--- src/tcc_params.svh ---
// Register offsets, field positions, the control mask and reset values of the transfer channel.
// Assumes inclusion by the channel and by its bench, the files that need these numbers.
`ifndef TCC_PARAMS_SVH
`define TCC_PARAMS_SVH

// ==========================================
// Register byte offsets on APB
`define TCC_OFF_CONTROL     12'h000
`define TCC_OFF_BLOCK_SIZE  12'h004
`define TCC_OFF_COUNT       12'h008
`define TCC_OFF_RELOAD      12'h00C
`define TCC_OFF_SRC_ADDR    12'h010
`define TCC_OFF_DST_ADDR    12'h014
`define TCC_OFF_ACT_EN      12'h018
`define TCC_OFF_IRQ_STATUS  12'h01C
`define TCC_OFF_IRQ_ENABLE  12'h020
`define TCC_OFF_IRQ_CLEAR   12'h024
`define TCC_OFF_STATE       12'h028

// ==========================================
// Control register fields
`define TCC_CTL_MODE        0
`define TCC_CTL_REPEAT_AREA_SELECT      1
`define TCC_CTL_SRC_STEP    2
`define TCC_CTL_DST_STEP    3
`define TCC_CTL_CHAIN       4
`define TCC_CTL_RPT_IRQ     5
`define TCC_CTL_SIZE        6
`define TCC_CTL_MASK        8'h7F

// Activation enable bit for conversion end
`define TCC_ACT_CONV_BIT    5

// Interrupt status bits
`define TCC_IRQ_END_BIT     0
`define TCC_IRQ_RPT_BIT     1
`define TCC_IRQ_CHAIN_BIT   2

// ==========================================
// Reset values
`define TCC_RST_BYTE        8'h00
`define TCC_RST_ADDR        16'h0000
`define TCC_RST_IRQ         3'h0

`endif

--- src/tcc_pkg.sv ---
// Types shared by the transfer channel files.
// Assumes tcc_params.svh sits in the same folder.
package tcc_pkg;

   // ==========================================
   // Memory side request
   typedef struct packed {
      logic        rd;
      logic        wr;
      logic        wide;
      logic [15:0] addr;
      logic [15:0] wdata;
   } tcc_mem_req_t;

   // ==========================================
   // Decoded control fields
   typedef struct packed {
      logic wide;
      logic rpt_irq;
      logic chain;
      logic dst_step;
      logic src_step;
      logic rpt_src;
      logic repeat_mode;
   } tcc_ctl_t;

   typedef enum logic [3:0] {
      TCC_IDLE  = 4'b0001,
      TCC_READ  = 4'b0010,
      TCC_WRITE = 4'b0100,
      TCC_DONE  = 4'b1000
   } tcc_state_t;

endpackage

--- src/tcc_channel.sv ---
// Transfer controller channel: one control-data set moving blocks on conversion end.
// Assumes an APB master on pclk and a memory port that answers with mem_ack.
`timescale 1ns/10ps
`include "tcc_params.svh"
module tcc_channel
   import tcc_pkg::*;
(
   // Clock and reset
   input  wire logic        pclk,
   input  wire logic        presetn,
   // APB slave
   input  wire logic        psel,
   input  wire logic        penable,
   input  wire logic        pwrite,
   input  wire logic [11:0] paddr,
   input  wire logic [31:0] pwdata,
   output logic [31:0]      prdata,
   output logic             pready,
   output logic             pslverr,
   // Conversion end event from the converter
   input  wire logic        conv_end,
   // Memory port
   output tcc_mem_req_t     mem_req,
   input  wire logic        mem_ack,
   input  wire logic [15:0] mem_rdata,
   // Chain request and interrupt
   output logic             chain_req,
   output logic             irq
);

   // ==========================================
   // Registers
   logic [7:0]  ctl_ff, bls_ff, cnt_ff, rld_ff, act_ff;
   logic [15:0] sar_ff, dar_ff, sar_base_ff, dar_base_ff;
   logic [2:0]  ist_ff, ien_ff;
   logic [8:0]  unit_left_ff;
   logic [15:0] data_ff;
   tcc_state_t  state_ff;
   tcc_mem_req_t req_ff;
   logic        chain_ff;
   logic [31:0] rdata_ff;

   tcc_ctl_t ctl;
   assign ctl = tcc_ctl_t'(ctl_ff[6:0]);

   // ==========================================
   // Event input
   logic conv_sync, conv_pulse;

   tcc_sync u_sync (
      .pclk    (pclk),
      .presetn (presetn),
      .din     (conv_end),
      .dout    (conv_sync)
   );

   tcc_ev_detect u_edge (
      .pclk    (pclk),
      .presetn (presetn),
      .level   (conv_sync),
      .pulse   (conv_pulse)
   );

   // ==========================================
   // APB decode
   wire wr_en  = psel & penable & pwrite;
   wire rd_en  = psel & penable & ~pwrite;
   wire hit_ctl = paddr == `TCC_OFF_CONTROL;
   wire hit_bls = paddr == `TCC_OFF_BLOCK_SIZE;
   wire hit_cnt = paddr == `TCC_OFF_COUNT;
   wire hit_rld = paddr == `TCC_OFF_RELOAD;
   wire hit_sar = paddr == `TCC_OFF_SRC_ADDR;
   wire hit_dar = paddr == `TCC_OFF_DST_ADDR;
   wire hit_act = paddr == `TCC_OFF_ACT_EN;
   wire hit_ist = paddr == `TCC_OFF_IRQ_STATUS;
   wire hit_ien = paddr == `TCC_OFF_IRQ_ENABLE;
   wire hit_icl = paddr == `TCC_OFF_IRQ_CLEAR;
   wire hit_sta = paddr == `TCC_OFF_STATE;
   wire hit_any = hit_ctl | hit_bls | hit_cnt | hit_rld | hit_sar | hit_dar
                | hit_act | hit_ist | hit_ien | hit_icl | hit_sta;
   wire busy    = state_ff != TCC_IDLE;

   assign pready  = 1'b1;
   assign pslverr = psel & penable & ~hit_any;
   assign prdata  = rdata_ff;

   // Read mux, registered on setup so data stands in the access phase
   wire [31:0] rd_mux =
        hit_ctl ? {24'h000000, ctl_ff} :
        hit_bls ? {24'h000000, bls_ff} :
        hit_cnt ? {24'h000000, cnt_ff} :
        hit_rld ? {24'h000000, rld_ff} :
        hit_sar ? {16'h0000, sar_ff} :
        hit_dar ? {16'h0000, dar_ff} :
        hit_act ? {24'h000000, act_ff} :
        hit_ist ? {29'h00000000, ist_ff} :
        hit_ien ? {29'h00000000, ien_ff} :
        hit_sta ? {28'h0000000, state_ff} : 32'h00000000;

   always_ff @(posedge pclk or negedge presetn) begin
      if (!presetn) begin
         rdata_ff <= 32'h00000000;
      end else if (psel & ~penable & ~pwrite) begin
         rdata_ff <= rd_mux;
      end
   end

   // ==========================================
   // Transfer decisions
   wire trig      = conv_pulse & act_ff[`TCC_ACT_CONV_BIT] & ~busy;
   wire rpt_src   = ctl.repeat_mode & ctl.rpt_src;
   wire rpt_dst   = ctl.repeat_mode & ~ctl.rpt_src;
   // A source repeat area always steps; the step bit only rules a plain source
   wire src_inc   = (ctl.src_step & ~rpt_src) | rpt_src;
   wire dst_inc   = ctl.dst_step | rpt_dst;
   wire [15:0] step = ctl.wide ? 16'h0002 : 16'h0001;
   wire [8:0]  blk_units = (bls_ff == 8'h00) ? 9'h100 : {1'b0, bls_ff};
   wire last_unit = unit_left_ff == 9'h001;
   wire cnt_last  = cnt_ff == 8'h01;                     // 00H counts as 256
   wire done_now  = state_ff == TCC_DONE;
   wire end_cond  = done_now & cnt_last & (~ctl.repeat_mode | ctl.rpt_irq);
   wire rpt_wrap  = done_now & cnt_last & ctl.repeat_mode;
   wire chain_go  = done_now & ctl.chain;
   wire [2:0] ev_set = {chain_go, rpt_wrap & ctl.rpt_irq, end_cond};

   // ==========================================
   // Transfer state machine
   always_ff @(posedge pclk or negedge presetn) begin
      if (!presetn) begin
         state_ff     <= TCC_IDLE;
         unit_left_ff <= 9'h000;
         data_ff      <= 16'h0000;
      end else begin
         unique case (state_ff)
            TCC_IDLE: begin
               if (trig) begin
                  state_ff     <= TCC_READ;
                  unit_left_ff <= blk_units;
               end
            end
            TCC_READ: begin
               if (mem_ack) begin
                  data_ff  <= mem_rdata;
                  state_ff <= TCC_WRITE;
               end
            end
            TCC_WRITE: begin
               if (mem_ack) begin
                  unit_left_ff <= unit_left_ff - 9'h001;
                  state_ff     <= last_unit ? TCC_DONE : TCC_READ;
               end
            end
            TCC_DONE: begin
               state_ff <= TCC_IDLE;
            end
         endcase
      end
   end

   // Memory request built from the state and the live addresses
   always_comb begin
      mem_req       = '0;
      mem_req.wide  = ctl.wide;
      mem_req.wdata = data_ff;
      if (state_ff == TCC_READ) begin
         mem_req.rd   = 1'b1;
         mem_req.addr = sar_ff;
      end else if (state_ff == TCC_WRITE) begin
         mem_req.wr   = 1'b1;
         mem_req.addr = dar_ff;
      end
   end

   // ==========================================
   // Software registers with hardware updates
   wire rd_step = state_ff == TCC_READ & mem_ack;
   wire wr_step = state_ff == TCC_WRITE & mem_ack;

   always_ff @(posedge pclk or negedge presetn) begin
      if (!presetn) begin
         ctl_ff      <= `TCC_RST_BYTE;
         bls_ff      <= `TCC_RST_BYTE;
         cnt_ff      <= `TCC_RST_BYTE;
         rld_ff      <= `TCC_RST_BYTE;
         act_ff      <= `TCC_RST_BYTE;
         sar_ff      <= `TCC_RST_ADDR;
         dar_ff      <= `TCC_RST_ADDR;
         sar_base_ff <= `TCC_RST_ADDR;
         dar_base_ff <= `TCC_RST_ADDR;
         ien_ff      <= `TCC_RST_IRQ;
      end else begin
         // Block settings, but not the interrupt enable, are frozen during a block so a half-moved block stays coherent
         if (wr_en & hit_ctl & ~busy) ctl_ff <= pwdata[7:0] & `TCC_CTL_MASK;
         if (wr_en & hit_bls & ~busy) bls_ff <= pwdata[7:0];
         if (wr_en & hit_rld & ~busy) rld_ff <= pwdata[7:0];
         if (wr_en & hit_ien)         ien_ff <= pwdata[2:0];
         if (wr_en & hit_sar & ~busy) begin
            sar_ff      <= pwdata[15:0];
            sar_base_ff <= pwdata[15:0];
         end else if (rpt_wrap & rpt_src) begin
            sar_ff      <= sar_base_ff;
         end else if (rd_step & src_inc) begin
            sar_ff      <= sar_ff + step;
         end
         if (wr_en & hit_dar & ~busy) begin
            dar_ff      <= pwdata[15:0];
            dar_base_ff <= pwdata[15:0];
         end else if (rpt_wrap & rpt_dst) begin
            dar_ff      <= dar_base_ff;
         end else if (wr_step & dst_inc) begin
            dar_ff      <= dar_ff + step;
         end
         if (wr_en & hit_cnt & ~busy) begin
            cnt_ff <= pwdata[7:0];
         end else if (rpt_wrap) begin
            cnt_ff <= rld_ff;
         end else if (done_now) begin
            cnt_ff <= cnt_ff - 8'h01;
         end
         // Hardware clear wins over a same-cycle software set
         if (end_cond) begin
            act_ff[`TCC_ACT_CONV_BIT] <= 1'b0;
         end else if (wr_en & hit_act) begin
            act_ff <= pwdata[7:0];
         end
      end
   end

   // ==========================================
   // Interrupt status, enable and clear
   always_ff @(posedge pclk or negedge presetn) begin
      if (!presetn) begin
         ist_ff   <= `TCC_RST_IRQ;
         chain_ff <= 1'b0;
      end else begin
         ist_ff   <= (ist_ff & ~((wr_en & hit_icl) ? pwdata[2:0] : 3'h0)) | ev_set;
         chain_ff <= chain_go;
      end
   end

   assign chain_req = chain_ff;
   assign irq       = |(ist_ff & ien_ff);

endmodule

--- src/tcc_ev_detect.sv ---
// Rising edge detector on a synchronised event level.
// Assumes its input is already in the pclk domain.
`timescale 1ns/10ps
module tcc_ev_detect
   import tcc_pkg::*;
(
   // Clock and reset
   input  wire logic pclk,
   input  wire logic presetn,
   // Event
   input  wire logic level,
   output logic      pulse
);
   logic prev_ff;

   always_ff @(posedge pclk or negedge presetn) begin
      if (!presetn) begin
         prev_ff <= 1'b0;
      end else begin
         prev_ff <= level;
      end
   end

   assign pulse = level & ~prev_ff;
endmodule

--- src/tcc_sync.sv ---
// Two flip-flop synchroniser for one level.
// Assumes the input comes from outside the pclk domain.
`timescale 1ns/10ps
module tcc_sync
   import tcc_pkg::*;
(
   // Clock and reset
   input  wire logic pclk,
   input  wire logic presetn,
   // Level
   input  wire logic din,
   output logic      dout
);
   logic meta_ff;

   always_ff @(posedge pclk or negedge presetn) begin
      if (!presetn) begin
         meta_ff <= 1'b0;
         dout    <= 1'b0;
      end else begin
         meta_ff <= din;
         dout    <= meta_ff;
      end
   end
endmodule
--- config.mk ---
export PLATFORM = sky130hd
export DESIGN_NAME = tcc_channel
export DESIGN_NICKNAME = d
export VERILOG_FILES = /design/src/tcc_pkg.sv /design/src/tcc_channel.sv /design/src/tcc_ev_detect.sv /design/src/tcc_sync.sv
export VERILOG_INCLUDE_DIRS = /design/src
export SDC_FILE = /design/constraint.sdc
export NUM_CORES = 1
export LEC_CHECK = 0
export ABC_CLOCK_PERIOD_IN_PS = 2800
export BUFFER_PORTS_ARGS = -buffer_cell sky130_fd_sc_hd__buf_2
export CAP_MARGIN = 20
export CORE_MARGIN = 3
export CORE_UTILIZATION = 40
export CTS_CLUSTER_DIAMETER = 100
export DETAILED_ROUTE_END_ITERATION = 10
export SLEW_MARGIN = 0
export SYNTH_ARGS = -nofsm -noshare
export SYNTH_HDL_FRONTEND = slang
export SYNTH_HIERARCHICAL = 1
export SYNTH_SLANG_ARGS = --single-unit
--- constraint.sdc ---
create_clock -name pclk -period 2.8 [get_ports pclk]
set_input_delay 0.56 -clock pclk [delete_from_list [all_inputs] [get_ports pclk]]
set_output_delay 0.56 -clock pclk [all_outputs]
set_load 0.05 [all_outputs]
==> flow_summary.json, run 1 <==
{
  "maxCapViolations": 0,
  "overflow": 0,
  "worstPathCellList": "or4b_4 -> inv_1 -> buf_6 -> a22o_1 -> clkbuf_4",
  "p_per_area_nw_per_um2": 613,
  "place_ws_ns": 0.112,
  "grt_pass1_vias": 7684,
  "finalMaxSlewViolations": 0,
  "synth_area_um2": 8980,
  "first_pass_iters": 5,
  "slowest_stage": "or4b_4",
  "p_leak_nw": 4.97,
  "fill_cells": 2041,
  "synth.distinct_cells": 78,
  "crit_path_max_incr_delay_ns": 0.59,
  "yosys.area_share.simple": 0.203,
  "tightest_slew_ns": 0.618,
  "drive_gt1_frac": 0.252,
  "port_buffers": 104,
  "placed_area_um2": 10000,
  "cpLargestDelayFamily": "simple AND/OR/NAND/NOR gates",
  "route.vias.total": 7961,
  "regArea_um2": 3960,
  "wire_per_inst_um": 20.9,
  "cts_max_level": 4,
  "synth_edf_count": 0,
  "ys_seq_area_frac": 0.440,
  "fin_area_um2": 10800,
  "ant_nets": 0,
  "start_util": 0.409,
  "clk_latency_ns": 0.44,
  "syn_inst": 952,
  "core_area_um2": 22000,
  "gp_congestion": 0.950,
  "path_max_fanout": 14,
  "die_y_um": 156,
  "cp_num_buf_inv": 3,
  "end_kind": "output port",
  "numCtsBuffers": 17,
  "cts_tree": "yes",
  "muxShareOfSynthArea": 0.0970,
  "setup_violations": 0,
  "boundaryPins": 138,
  "synth.avg_cell_area_um2": 9.43,
  "vdd_drop_max_mv": 0.411,
  "cp-start-kind": "flip-flop",
  "synthArstFlopShare": 1.00,
  "reg2reg_slack_ns": 0.23,
  "rsz0062_at_grt": "yes",
  "drt_iter0_markers": 649,
  "fin_crit_ns": 2.76,
  "cts_sinks": 158,
  "die_x_um": 156,
  "fin_skew_ns": 0.0114,
  "slew_headroom": 0.588,
  "crit_arrival_ns": 2.20,
  "grt_max_degree": 61,
  "hold_path_class": "input pin to async pin",
  "run_status": "completed",
  "worstPathRequired_ns": 2.24,
  "synthXorXnorAreaFrac": 0.00975,
  "post-route-period-util": 0.985,
  "grt_pass1_wl_um": 44400,
  "dpl.hpwl_um": 20700,
  "yosysWarnings": 6,
  "grt_usage": 0.238,
  "syn_to_final_growth_pct": 19.9,
  "routed_wl_um": 28600,
  "ys_ff_latch": 158,
  "synth-adder-area-share": 0.0156,
  "synth_compound_area_frac": 0.181,
  "path_clk_slew_ns": 0.07,
  "fin_nets": 1151,
  "vias_per_cell": 5.82,
  "multi_input_area_um2": 4650,
  "die_area_um2": 24300,
  "std_cell_rows": 54,
  "drc": 0,
  "antenna_found_initial": 0,
  "finalWorstSetupSlack_ns": 0.0424,
  "synth_ff_type": "dfrtp_1",
  "root_buffer": "clkbuf_16",
  "synth_top_family_by_area": "simple AND/OR/NAND/NOR gates",
  "path_class": "flip-flop to output port",
  "cts.path.max_buffers": 2,
  "fmax_mhz": 363,
  "n_antenna_cell": 0,
  "finalSetupTns_ns": 0,
  "hold_viol_final": 0
}
## layout make-up
class                   count  area share
multi-input cells         711       0.432
clock buffers              21      0.0446
inverters                  22     0.00848
well taps                 280      0.0325
clock inverters            11      0.0166
repair buffers            164      0.0986
flip-flops and latches    158       0.367
## report_power, final
part           switching [W]  leakage, nW  internal [W]
clock               0.000995        0.322       0.00160
sequential          0.000125         2.07       0.00246
combinational        0.00102         2.58      0.000413
total                0.00214         4.97       0.00447
## per-layer routing
metal	vias up	global-route usage	part of all wire
met5	-	0	0
met3	50	0.0549	0.069
met2	315	0.370	0.46
met4	0	0.0925	0.033
met1	3910	0.325	0.44
li1	3686	-	-
## cells in the final DEF (no fill, tap or decap), types with 8 or more instances in the layout
| master | Yosys | routed |
|---|---|---|
| nand2_1 | 158 | 158 |
| dfrtp_1 | 157 | 157 |
| buf_2 | 8 | 88 |
| o21ai_0 | 67 | 66 |
| buf_4 | 19 | 61 |
| nor2_1 | 50 | 50 |
| mux2_2 | 44 | 44 |
| a21oi_1 | 38 | 38 |
| mux2i_1 | 27 | 27 |
| nor3_1 | 23 | 22 |
| inv_1 | 21 | 20 |
| conb_1 | 2 | 17 |
| clkbuf_16 | 0 | 17 |
| nand3_1 | 15 | 15 |
| o211ai_1 | 13 | 13 |
| o22ai_1 | 12 | 12 |
| nor4_1 | 12 | 12 |
| a22o_1 | 13 | 11 |
| a211oi_1 | 11 | 11 |
| nand4_1 | 11 | 11 |
| or3_1 | 9 | 9 |
| a22oi_1 | 8 | 8 |
| xnor2_1 | 8 | 8 |
| ha_1 | 8 | 8 |
## sequential cells by signal (all words and copies together), names as in the netlist, 8 cells and up
signal,flops
sar_ff,16
unit_left_ff,9
bls_ff,8
dar_base_ff,16
sar_base_ff,16
rld_ff,8
prdata,16
act_ff,8
data_ff,16
cnt_ff,8
dar_ff,16
## Yosys cell counts, drive strengths merged, types with 9 or more instances
cell type,n,share of area
nand2,158,0.066
dfrtp,157,0.44
o21ai,71,0.040
nor2,53,0.027
mux2,51,0.067
clkbuf,44,0.019
a21oi,38,0.021
buf,32,0.024
mux2i,27,0.030
nor3,23,0.013
inv,22,0.0092
nor4,16,0.016
nand3,15,0.0084
a22o,13,0.013
o211ai,13,0.011
a211oi,12,0.011
o22ai,12,0.0084
nand4,11,0.0077
or3,9,0.0063
## timing repair
item,4_1_cts,5_1_grt
hold buffers,0,0
setup buffers,2,0
gates resized for setup,11,19
setup endpoints to repair,15,15
## kinds of logic after synthesis
family	Yosys count
simple gates	354
compound gates	242
flops	158
buf+inv	98
mux	78
fa+ha+maj	10
xor+xnor	10
other cells	2
## worst paths after layout
check                           cells after the start           start             end
worst max register to register                      6       cnt_ff[3]       act_ff[4]
worst max-delay path                                5     state_ff[1]     mem_req[26]
max in group asynchronous                           2         presetn     state_ff[0]
worst min-delay path                                1         presetn       cnt_ff[5]
worst min register to register                      0  u_sync/meta_ff     u_sync/dout
min in group pclk                                   1        conv_end  u_sync/meta_ff
## per-stage QoR
step,util,hold slack (ns),instances,total power (W)
after floorplan,-,0.264,967,0.00359
after global placement,0.456,0.335,1333,0.00399
after detailed placement,0.456,0.340,1333,0.00401
after CTS,0.488,0.128,1367,0.00662
after global routing,0.491,0.137,1367,0.00685
final,0.491,0.0957,1367,0.00661
Note: power is estimated with default switching activity, not from simulation.
==> run 2, diff against run 1 <==
Settings changed: CTS_BUF_LIST from default to sky130_fd_sc_hd__clkbuf_2 sky130_fd_sc_hd__clkbuf_4 sky130_fd_sc_hd__clkbuf_8.
==> run 2 against run 1 <==
  * Clock power decreased by 23%
  * Worst hold slack got worse by 0.046 ns
  * Critical path depth unchanged
  * Core utilization decreased by 0.72 points
  * Design area decreased by 1.5%
  * Register-to-register slack about the same
  * Wire length increased by 0.26%
  * Power decreased by 8.6%
  * Sequential power about the same
  * Die area unchanged
  * Sequential cell count unchanged
  * Sequential share of layout area increased by 0.56 points
  * Critical path type unchanged
  * Critical endpoint is now mem_req[22]
  * Largest cell class unchanged
  * Highest routed layer unchanged
==> flow_summary.json, run 2 (synthesis gave the netlist of run 1 again) <==
{
  "cp-start-kind": "flip-flop",
  "cts_max_level": 4,
  "drive_gt1_frac": 0.256,
  "path_clk_slew_ns": 0.09,
  "post-route-period-util": 0.981,
  "worstPathCellList": "or4b_4 -> inv_2 -> buf_12 -> a22o_1 -> buf_6",
  "maxCapViolations": 0,
  "ant_nets": 0,
  "cp_num_buf_inv": 3,
  "path_max_fanout": 14,
  "first_pass_iters": 5,
  "multi_input_area_um2": 4660,
  "run_status": "completed",
  "final_cell_mix": "158 x nand2_1, 156 x dfrtp_1, 87 x buf_2, 66 x o21ai_0, 65 x buf_4",
  "drt_iter0_markers": 668,
  "fin_skew_ns": 0.0203,
  "dp.cells": 1333,
  "ctsHoldBuffers": 0,
  "fill_cells": 2058,
  "regArea_um2": 3960,
  "overflow": 0,
  "finalMaxSlewViolations": 0,
  "slew_headroom": 0.587,
  "dr_wl_met2_um": 13000,
  "p_leak_nw": 4.89,
  "r2r-start": "cnt_ff[3]",
  "cts_sinks": 158,
  "fin_nets": 1152,
  "antenna_found_initial": 0,
  "cpLargestDelayFamily": "simple AND/OR/NAND/NOR gates",
  "clk_latency_ns": 0.48,
  "finalSetupTns_ns": 0,
  "die_y_um": 156,
  "worstPathRequired_ns": 2.24,
  "numCtsBuffers": 17,
  "die_area_um2": 24300,
  "core_area_um2": 22000,
  "hold_path_class": "input pin to async pin",
  "boundaryPins": 138,
  "startpoint": "state_ff[3]",
  "wire_per_inst_um": 21.0,
  "grt_usage": 0.239,
  "drc": 0,
  "vdd_drop_max_mv": 0.342,
  "vias_per_cell": 5.87,
  "syn_to_final_growth_pct": 18.2,
  "end_kind": "output port",
  "slowest_stage": "or4b_4",
  "start_util": 0.409,
  "met3_length_um": 2100,
  "reg2reg_slack_ns": 0.23,
  "std_cell_rows": 54,
  "final_common_cell": "nand2_1",
  "die_x_um": 156,
  "tightest_slew_ns": 0.620,
  "gp_congestion": 0.950,
  "cts_tree": "yes",
  "grt_pass1_vias": 7733,
  "grt_pass1_wl_um": 44600,
  "ff2ff_path_depth": 6,
  "path_class": "flip-flop to output port",
  "rsz0062_at_grt": "yes",
  "p_per_area_nw_per_um2": 569,
  "fmax_mhz": 364,
  "routed_wl_um": 28700,
  "port_buffers": 104,
  "grt_max_degree": 61,
  "routed.top_layer": "met4",
  "reg2reg_to": "act_ff[4]",
  "root_buffer": "clkbuf_8",
  "wl_met1_um": 12500,
  "crit_arrival_ns": 2.19,
  "final_core_util": 0.483,
  "instances_no_fill": 1368,
  "dpl.hpwl_um": 20700,
  "cts.path.max_buffers": 2,
  "n_antenna_cell": 0,
  "setup_violations": 0,
  "crit_path_max_incr_delay_ns": 0.57,
  "fin_crit_ns": 2.75,
  "hold_viol_final": 0,
  "route.vias.total": 8034
}
==> run 2: cell types whose count changed in the layout (fill, tap and decap cells not counted), sizes merged <==
cell and delta:
clkbuf -6, inv +1, buf +6, clkinv -1, clkinvlp +1
==> run 2: worst max path at each step <==
stage / end / slack (ns) / cells after the start
floorplan: mem_req[19] / -0.12 / 4
global placement: ctl_ff[0] / 0.13 / 5
detailed placement: ctl_ff[5] / 0.11 / 5
CTS: mem_req[24] / -0.001 / 5
global route: mem_req[23] / -0.005 / 4
finish: mem_req[22] / 0.05 / 5
==> run 2: timing repair <==
| item | in CTS | in global routing |
|---|---|---|
| endpoints found under the setup margin | 17 | 15 |
| gates cloned | 1 | 0 |
| gates resized for setup | 25 | 13 |
| buffers inserted | 2 | 0 |
==> run 2: routing by layer <==
layer  GRT usage  vias to the layer above
met1       0.324                     3947
met4      0.0984                        0
li1            -                     3694
met5           0                        -
met2       0.368                      331
met3      0.0585                       62
==> run 2: final cells by class <==
type                    instances  area share
multi-input cells             711       0.439
flip-flops and latches        158       0.373
well taps                     280      0.0330
clock buffers                  21      0.0272
clock inverters                11      0.0169
repair inverters                1    0.000707
inverters                      22     0.00837
repair buffers                164       0.102
==> run 2: per-stage QoR <==
step / setup WS, ns / power, W / hold slack (ns) / instance area, um^2
global route: -0.00542 / 0.00628 / 0.0766 / 10600
floorplan: -0.125 / 0.00359 / 0.264 / 9050
global placement: 0.133 / 0.00399 / 0.335 / 10000
CTS: -0.00120 / 0.00605 / 0.0740 / 10600
finish: 0.0530 / 0.00604 / 0.0498 / 10600
detailed placement: 0.112 / 0.00401 / 0.340 / 10000
==> run 2: power by group <==
part | leakage [nW] | switching [W] | internal (W)
registers | 2.07 | 0.000124 | 0.00245
clock network | 0.235 | 0.000923 | 0.00108
logic | 2.59 | 0.00103 | 0.000422
total | 4.89 | 0.00208 | 0.00396
